## config.mk

```make
export PLATFORM = sky130hd
export DESIGN_NAME = dba_cmd
export DESIGN_NICKNAME = d
export VERILOG_FILES = /design/src/core/dba_pkg.sv /design/src/core/dba_strobe_if.sv /design/src/core/dba_strobe_det.sv /design/src/core/dba_cmd.sv
export SDC_FILE = /design/constraint.sdc
export NUM_CORES = 1
export LEC_CHECK = 0
export ABC_AREA = 1
export BUFFER_PORTS_ARGS = -buffer_cell sky130_fd_sc_hd__buf_2
export CORE_AREA = 2 2 93 95
export DETAILED_ROUTE_END_ITERATION = 7
export DIE_AREA = 0 0 95 97
export GPL_ROUTABILITY_DRIVEN = 0
export PLACE_DENSITY = 0.73
export SLEW_MARGIN = 20
export SYNTH_ARGS = -nofsm -noshare
export SYNTH_HDL_FRONTEND = slang
export SYNTH_SLANG_ARGS = --single-unit
```

## constraint.sdc

```tcl
create_clock -name I_CLK -period 1.55 [get_ports I_CLK]
set_input_delay 0.31 -clock I_CLK [delete_from_list [all_inputs] [get_ports I_CLK]]
set_output_delay 0.31 -clock I_CLK [all_outputs]
set_load 0.05 [all_outputs]
```

## src/core/dba_pkg.sv

```systemverilog
// constants and types for the display buffer access command block
// Function
// RULE1 - Command A4 reads the buffer at the pointer address into the latch, and A2 writes the latch there.
// RULE2 - Command A9 adds one to the cursor address modulo 16k with no memory transfer.
// RULE3 - Command AC reads the buffer at the cursor address into the latch, and AA writes the latch there.
// RULE4 - Commands AD and AB do the cursor read or write and then add one to the cursor modulo 16k.
// RULE5 - Command BB writes the latch into every location from cursor through pointer inclusive.
// RULE6 - After the fill the pointer is unchanged and the cursor equals the pointer.
// RULE7 - Without interlace only the even field is produced, over and over.
// RULE8 - With interlace even and odd fields alternate field by field.
// RULE9 - A host access may be strobed by chip enable, its falling and rising edges acting as the strobe edges.
// RULE10 - The host keeps chip enable high between successive accesses.
// RULE11 - Transfer commands wait for horizontal blanking during active display, and run at once in retrace or display off.
// RULE12 - Increment and fill start at once, the increment finishing within about three character clocks.
// RULE13 - The fill holds blanking asserted until horizontal blanking begins after the last write.
// RULE14 - Ready and accept flags are set on completion, and the host waits for them before another command.
// RULE15 - After a read the latch keeps the fetched byte until a host write or transfer overwrites it.
// RULE16 - The accept flag clears when a delayed command is taken and stays clear until its transfers finish; the code leaves it set for A9.
package dba_pkg;
    localparam int          ADDR_W      = 14;
    localparam int          DATA_W      = 8;
    localparam logic [7:0]  CMD_RD_PTR  = 8'hA4;
    localparam logic [7:0]  CMD_WR_PTR  = 8'hA2;
    localparam logic [7:0]  CMD_INC_CUR = 8'hA9;
    localparam logic [7:0]  CMD_RD_CUR  = 8'hAC;
    localparam logic [7:0]  CMD_WR_CUR  = 8'hAA;
    localparam logic [7:0]  CMD_RD_INC  = 8'hAD;
    localparam logic [7:0]  CMD_WR_INC  = 8'hAB;
    localparam logic [7:0]  CMD_FILL    = 8'hBB;
    localparam logic [13:0] ADDR_ONE    = 14'h0001;
    localparam logic [13:0] ADDR_RESET  = 14'h0000;
    localparam logic [7:0]  DATA_RESET  = 8'h00;

    typedef enum logic [1:0] {
        ST_IDLE,
        ST_WAIT_HBLANK,
        ST_FILL,
        ST_FILL_END
    } state_t;
endpackage

```

## src/core/dba_strobe_if.sv

```systemverilog
// strobe edge carrier between the top and its edge detector
`timescale 1ns/1ps
interface dba_strobe_if;
    logic write_done;
    logic read_done;
    modport det (output write_done, output read_done);
    modport use_side (input write_done, input read_done);
endinterface

```

## src/core/dba_strobe_det.sv

```systemverilog
// turns host strobe levels into end-of-access pulses
`timescale 1ns/1ps
module dba_strobe_det (
    input  wire logic  i_clk,
    input  wire logic  i_rst_n,
    input  wire logic  i_ce_n,
    input  wire logic  i_wr_n,
    input  wire logic  i_rd_n,
    dba_strobe_if.det  bus
);
    logic wr_act;
    logic rd_act;
    logic wr_prev;
    logic rd_prev;

    // chip enable low qualifies, so ce alone may act as strobe
    assign wr_act = !i_ce_n && !i_wr_n; // see RULE9
    assign rd_act = !i_ce_n && !i_rd_n; // see RULE9

    always_ff @(posedge i_clk) begin
        if (!i_rst_n) begin
            wr_prev <= 1'b0;
            rd_prev <= 1'b0;
        end else begin
            wr_prev <= wr_act;
            rd_prev <= rd_act;
        end
    end

    // trailing edge ends the access; needs ce high between cycles
    assign bus.write_done = wr_prev && !wr_act; // see RULE10
    assign bus.read_done  = rd_prev && !rd_act;
endmodule

```

## src/core/dba_cmd.sv

```systemverilog
// delayed display buffer access command interpreter
`timescale 1ns/1ps
module dba_cmd
    import dba_pkg::*;
(
    input  wire logic              I_CLK,
    input  wire logic              I_RST_N,
    input  wire logic              I_CE_N,
    input  wire logic              I_WR_N,
    input  wire logic              I_RD_N,
    input  wire logic              I_CMD_SEL,
    input  wire logic [DATA_W-1:0] I_DATA,
    input  wire logic [ADDR_W-1:0] I_PTR_LOAD,
    input  wire logic              I_PTR_LOAD_EN,
    input  wire logic [ADDR_W-1:0] I_CUR_LOAD,
    input  wire logic              I_CUR_LOAD_EN,
    input  wire logic              I_ACTIVE_DISPLAY,
    input  wire logic              I_HBLANK_START,
    input  wire logic              I_FIELD_START,
    input  wire logic              I_INTERLACE,
    input  wire logic [DATA_W-1:0] I_MEM_RDATA,
    output logic [ADDR_W-1:0]      O_MEM_ADDR,
    output logic [DATA_W-1:0]      O_MEM_WDATA,
    output logic                   O_MEM_WE,
    output logic                   O_MEM_RE,
    output logic [DATA_W-1:0]      O_LATCH,
    output logic [ADDR_W-1:0]      O_CURSOR,
    output logic [ADDR_W-1:0]      O_POINTER,
    output logic                   O_COMMAND_ACCEPT_FLAG,
    output logic                   O_READY,
    output logic                   O_FILL_BLANK,
    output logic                   O_ODD_FIELD
);
    dba_strobe_if strobe ();

    state_t            state;
    logic [7:0]        cmd;
    logic              read_pending;
    logic              new_cmd;
    logic              is_delayed;
    logic              is_read;
    logic              use_cursor;
    logic              post_inc;
    logic [ADDR_W-1:0] xfer_addr;
    logic              xfer_go;
    logic              fill_last;

    dba_strobe_det u_det (
        .i_clk   (I_CLK),
        .i_rst_n (I_RST_N),
        .i_ce_n  (I_CE_N),
        .i_wr_n  (I_WR_N),
        .i_rd_n  (I_RD_N),
        .bus     (strobe.det)
    );

    ////////////////////////////////////////////////////////////////////////
    // command decode

    assign new_cmd = strobe.write_done && I_CMD_SEL && state == ST_IDLE;

    always_comb begin
        is_delayed = 1'b1;
        case (I_DATA)
            CMD_RD_PTR, CMD_WR_PTR, CMD_INC_CUR, CMD_RD_CUR,
            CMD_WR_CUR, CMD_RD_INC, CMD_WR_INC, CMD_FILL: is_delayed = 1'b1;
            default: is_delayed = 1'b0;
        endcase
    end

    assign is_read    = cmd == CMD_RD_PTR || cmd == CMD_RD_CUR || cmd == CMD_RD_INC;
    assign use_cursor = cmd != CMD_RD_PTR && cmd != CMD_WR_PTR;
    assign post_inc   = cmd == CMD_RD_INC || cmd == CMD_WR_INC;
    assign xfer_addr  = use_cursor ? O_CURSOR : O_POINTER; // see RULE1 see RULE3
    // transfers stall to horizontal blanking only while picture is shown
    assign xfer_go    = !I_ACTIVE_DISPLAY || I_HBLANK_START; // see RULE11
    assign fill_last  = O_CURSOR == O_POINTER;

    ////////////////////////////////////////////////////////////////////////
    // sequencer

    always_ff @(posedge I_CLK) begin
        if (!I_RST_N) begin
            state <= ST_IDLE;
            cmd   <= 8'h00;
        end else begin
            case (state)
                ST_IDLE: begin
                    if (new_cmd && is_delayed) begin
                        cmd <= I_DATA;
                        // increment and fill skip the blanking wait
                        if (I_DATA == CMD_FILL) begin
                            state <= ST_FILL; // see RULE12
                        end else if (I_DATA != CMD_INC_CUR) begin
                            state <= ST_WAIT_HBLANK;
                        end
                    end
                end
                ST_WAIT_HBLANK: begin
                    if (xfer_go) begin
                        state <= ST_IDLE;
                    end
                end
                ST_FILL: begin
                    if (fill_last) begin
                        state <= ST_FILL_END;
                    end
                end
                ST_FILL_END: begin
                    if (I_HBLANK_START) begin
                        state <= ST_IDLE;
                    end
                end
                default: state <= ST_IDLE;
            endcase
        end
    end

    ////////////////////////////////////////////////////////////////////////
    // memory port, one access per clock

    always_ff @(posedge I_CLK) begin
        if (!I_RST_N) begin
            O_MEM_ADDR  <= ADDR_RESET;
            O_MEM_WDATA <= DATA_RESET;
            O_MEM_WE    <= 1'b0;
            O_MEM_RE    <= 1'b0;
        end else begin
            O_MEM_WE    <= 1'b0;
            O_MEM_RE    <= 1'b0;
            O_MEM_WDATA <= O_LATCH;
            if (state == ST_WAIT_HBLANK && xfer_go) begin
                O_MEM_ADDR <= xfer_addr;
                O_MEM_WE   <= !is_read; // see RULE1 see RULE3
                O_MEM_RE   <= is_read;
            end else if (state == ST_FILL) begin
                O_MEM_ADDR <= O_CURSOR; // see RULE5
                O_MEM_WE   <= 1'b1;
            end
        end
    end

    // read data returns the cycle after the strobe
    always_ff @(posedge I_CLK) begin
        if (!I_RST_N) begin
            read_pending <= 1'b0;
        end else begin
            read_pending <= O_MEM_RE;
        end
    end

    ////////////////////////////////////////////////////////////////////////
    // bus interface latch

    always_ff @(posedge I_CLK) begin
        if (!I_RST_N) begin
            O_LATCH <= DATA_RESET;
        end else if (read_pending) begin
            O_LATCH <= I_MEM_RDATA; // see RULE15
        end else if (strobe.write_done && !I_CMD_SEL) begin
            O_LATCH <= I_DATA;
        end
    end

    ////////////////////////////////////////////////////////////////////////
    // address registers

    always_ff @(posedge I_CLK) begin
        if (!I_RST_N) begin
            O_CURSOR <= ADDR_RESET;
        end else if (state == ST_IDLE && new_cmd && I_DATA == CMD_INC_CUR) begin
            O_CURSOR <= O_CURSOR + ADDR_ONE; // see RULE2 see RULE12
        end else if (state == ST_WAIT_HBLANK && xfer_go && post_inc) begin
            O_CURSOR <= O_CURSOR + ADDR_ONE; // see RULE4
        end else if (state == ST_FILL && !fill_last) begin
            // stops on the pointer so cursor ends equal to it
            O_CURSOR <= O_CURSOR + ADDR_ONE; // see RULE5 see RULE6
        end else if (state == ST_IDLE && I_CUR_LOAD_EN) begin
            O_CURSOR <= I_CUR_LOAD;
        end
    end

    always_ff @(posedge I_CLK) begin
        if (!I_RST_N) begin
            O_POINTER <= ADDR_RESET;
        end else if (state == ST_IDLE && I_PTR_LOAD_EN) begin
            O_POINTER <= I_PTR_LOAD; // see RULE6
        end
    end

    ////////////////////////////////////////////////////////////////////////
    // handshake flags and fill blanking

    always_ff @(posedge I_CLK) begin
        if (!I_RST_N) begin
            O_COMMAND_ACCEPT_FLAG <= 1'b1;
            O_READY               <= 1'b0;
        end else if (new_cmd && is_delayed && I_DATA != CMD_INC_CUR) begin
            O_COMMAND_ACCEPT_FLAG <= 1'b0; // see RULE16
            O_READY               <= 1'b0;
        end else if (new_cmd && is_delayed) begin
            O_READY               <= 1'b1; // see RULE14
        end else if ((state == ST_WAIT_HBLANK && xfer_go && !is_read) || read_pending
                     || (state == ST_FILL_END && I_HBLANK_START)) begin
            O_COMMAND_ACCEPT_FLAG <= 1'b1; // see RULE14
            O_READY               <= 1'b1;
        end
    end

    always_ff @(posedge I_CLK) begin
        if (!I_RST_N) begin
            O_FILL_BLANK <= 1'b0;
        end else if (state == ST_IDLE && new_cmd && I_DATA == CMD_FILL) begin
            O_FILL_BLANK <= 1'b1; // see RULE13
        end else if (state == ST_FILL_END && I_HBLANK_START) begin
            O_FILL_BLANK <= 1'b0; // see RULE13
        end
    end

    ////////////////////////////////////////////////////////////////////////
    // field sequencing

    always_ff @(posedge I_CLK) begin
        if (!I_RST_N) begin
            O_ODD_FIELD <= 1'b0;
        end else if (!I_INTERLACE) begin
            O_ODD_FIELD <= 1'b0; // see RULE7
        end else if (I_FIELD_START) begin
            O_ODD_FIELD <= !O_ODD_FIELD; // see RULE8
        end
    end
endmodule

```

==> results.cfg <==
[placement]
numPortBuffers = 118
dp_hpwl_um = 7997
dpl_worst_slack_ns = -0.3215

[sta]
min_period_ns = 1.640
tightestPinTransition_ns = 0.3177
maxSlewViolCount = 0
setup_ws_ns = -0.08952
whs_ns = 0.1311
rsz0062_at_grt = true
hold_viol = 0
setup_viol = 16
clock_skew_ns = 0.006978
finalCritPeriodShare = 1.058
fmax_mhz = 609.9
max_slew_margin = 0.7877

[critical_path]
worstPathArrival_ns = 1.92
startpoint_type = flip-flop
end_kind = flip-flop
worstPathMaxFanout = 6
timing.rr.end = O_CURSOR[5]$_SDFFE_PN0P_
r2r-start = O_CURSOR[1]$_SDFFE_PN0P_
worstRegToRegCells = 13
critPathKind = flip-flop to flip-flop
required_ns = 1.83
regToRegSetupSlack_ns = -0.09

[grt]
grt_max_degree = 47
grt_remaining_overflow = 0
grt_pass1_wl_um = 17370
grt_usage = 0.2303
first_global_vias = 3999
antenna_found_initial = 0

[clock_network]
cts_buffer_depth = 2
htreeDepth = 3
cts_tree = yes
cts_buffers = 9
cts_hold_buf = 0
clk_latency_ns = 0.35
clkSlewWorstSetupHoldPaths_ns = 0.08
root_buffer = clkbuf_8
clock-sinks = 76

[synthesis]
synth_xor_area_frac = 0.03098
synthCells = 546
syn_nets = 603
synth_cell_types = 31
syn_area_mm2 = 0.003675
ys_ff_latch = 76
yosysSeqAreaShare = 0.4140
synth.avg_cell_area_um2 = 6.730
yosys.area_share.simple = 0.3020
yosys_warnings = 0
synth_top_family_by_area = simple AND/OR/NAND/NOR gates
synthAdderAreaFrac = 0.003405
synth_mux_area_frac = 0
synth_compound_area_frac = 0.1522

[floorplanning]
die_h_um = 97
start_util = 0.4518
core-area_mm2 = 0.008134
io_pins = 120
die_w_um = 95
row_count = 33
dieArea_mm2 = 0.009215

[cells_and_area]
layout.nets = 785
drive_gt1_frac = 0.4093
fin_util = 0.6765
syn2layout_area_growth_pct = 49.74
antenna_cells_inserted = 0

[routing]
wl_um = 10980
dr.pass1.iters = 4
drt-initial-drc-count = 161
avgViaCountPerCell = 5.014
num_vias = 4202
wl_per_cell_um = 13.11
route.detailed.drc = 0
ant_nets = 0

[job]
maxCapViolCount = 0

[power]
ir_worst_vdd_v = 0.0006792
p_leak_nw = 2.719
fin_total_pwr_mw = 5.171
power_density_mw_per_mm2 = 939.6

[min_path]
hp-start = I_CE_N
hold_depth = 2
hp-class = input pin to flip-flop
whs_endpoint = u_det.wr_prev$_SDFF_PN0_

[outcome]
violations = setup timing
status = finished, violations left
cell type report:
class | instances | area (µm²)
timing repair buffer | 194 | 1297
clock buffer | 12 | 177.7
clock inverter | 4 | 27.53
tap | 105 | 131.4
multi-input combinational | 382 | 2001
fill | 686 | 2631
inverter | 65 | 271.5
sequential | 76 | 1597
placed cells by master (no fill, tap or decap), types with 10 or more instances in the layout:
cell / count
xor2_1: 11
dfxtp_2: 15
dfxtp_1: 46
nor3_1: 10
dfxtp_4: 15
a21oi_1: 43
nand4_1: 14
nand2_2: 16
buf_2: 118
inv_1: 52
nand3_1: 27
o21ai_0: 36
buf_4: 61
nand2_1: 124
nor2_1: 43
critical path: stages, from the launching register on:
cell,delay (ns)
dfxtp_4,0.39
inv_4,0.05
nand2_2,0.05
nand2_1,0.05
nor2_1,0.12
nand2_1,0.12
nor2_2,0.13
nand2_2,0.13
nand2_8,0.13
buf_6,0.13
nand3b_1,0.10
nand2_1,0.09
nor2_1,0.04
nor2_1,0.07
how the worst max path moves through the flow:
stage / start / end / slack, ns / cells past startpoint
6_report: O_CURSOR[1]$_SDFFE_PN0P_ / O_CURSOR[5]$_SDFFE_PN0P_ / -0.09 / 13
5_1_grt: O_CURSOR[1]$_SDFFE_PN0P_ / O_CURSOR[9]$_SDFFE_PN0P_ / -0.19 / 13
4_1_cts: O_CURSOR[0]$_SDFFE_PN0P_ / O_CURSOR[5]$_SDFFE_PN0P_ / -0.05 / 13
3_5_place_dp: I_WR_N / O_CURSOR[8]$_SDFFE_PN0P_ / -0.32 / 10
3_3_place_gp: I_WR_N / O_CURSOR[13]$_SDFFE_PN0P_ / -0.23 / 9
2_1_floorplan: O_CURSOR[3]$_SDFFE_PN0P_ / O_CURSOR[11]$_SDFFE_PN0P_ / -0.05 / 13
metal layers:
layer,GRT usage,share of wire
met1,0.2723,0.42
met2,0.4130,0.50
met3,0.04673,0.061
met4,0.06689,0.016
met5,0,0
sequential cells by signal (all words and copies together) (netlist names), 2 cells and up:
| signal | flops |
|---|---|
| O_LATCH | 8 |
| O_MEM_WDATA | 8 |
| state | 2 |
| O_CURSOR | 14 |
| O_MEM_ADDR | 14 |
| O_POINTER | 14 |
| cmd | 8 |
through the flow:
step	cell area [µm²]	cells	setup TNS, ns
final	5503	838	-0.9366
after global routing	5503	838	-2.696
after CTS	5243	829	-0.3453
after detailed placement	4956	811	-6.157
after global placement	4956	811	-4.146
after floorplan	3812	546	-0.5683
synthesized netlist by cell type, drive strengths merged:
library cell | count | area share
nor2 | 54 | 0.056
xor2 | 11 | 0.026
o211ai | 1 | 0.0020
nand3b | 3 | 0.0061
nor4 | 1 | 0.0058
o2111ai | 1 | 0.0024
a21oi | 44 | 0.060
dfxtp | 76 | 0.41
buf | 9 | 0.016
or2 | 1 | 0.0017
ha | 1 | 0.0034
xnor2 | 2 | 0.0048
nand4 | 14 | 0.024
nor3 | 13 | 0.019
o21ai | 53 | 0.072
nand2 | 143 | 0.15
a211oi | 1 | 0.0020
o22ai | 4 | 0.0068
nand3 | 31 | 0.042
inv | 65 | 0.066
clkbuf | 14 | 0.015
a31oi | 4 | 0.0068
where the power goes:
part / total [mW] / leakage, nW / switching [mW] / internal (mW)
Clock: 1.53 / 0.107 / 0.754 / 0.781
Sequential: 2.20 / 0.635 / 0.116 / 2.09
Combinational: 1.43 / 1.98 / 0.945 / 0.486
Total: 5.17 / 2.72 / 1.82 / 3.36
cells by family after synthesis:
kind of cell | after synthesis
simple gates | 260
fa+ha+maj | 1
compound gates | 108
buf+inv | 88
xor+xnor | 13
flops | 76
timing repair:
| item | 4_1_cts | 5_1_grt |
|---|---|---|
| pin swaps | 9 | 27 |
| cloned | 1 | 3 |
| resized for setup | 18 | 55 |
| setup buffers | 1 | 6 |
| setup endpoints to repair | 20 | 30 |
Power figures use the tool's default switching activity.
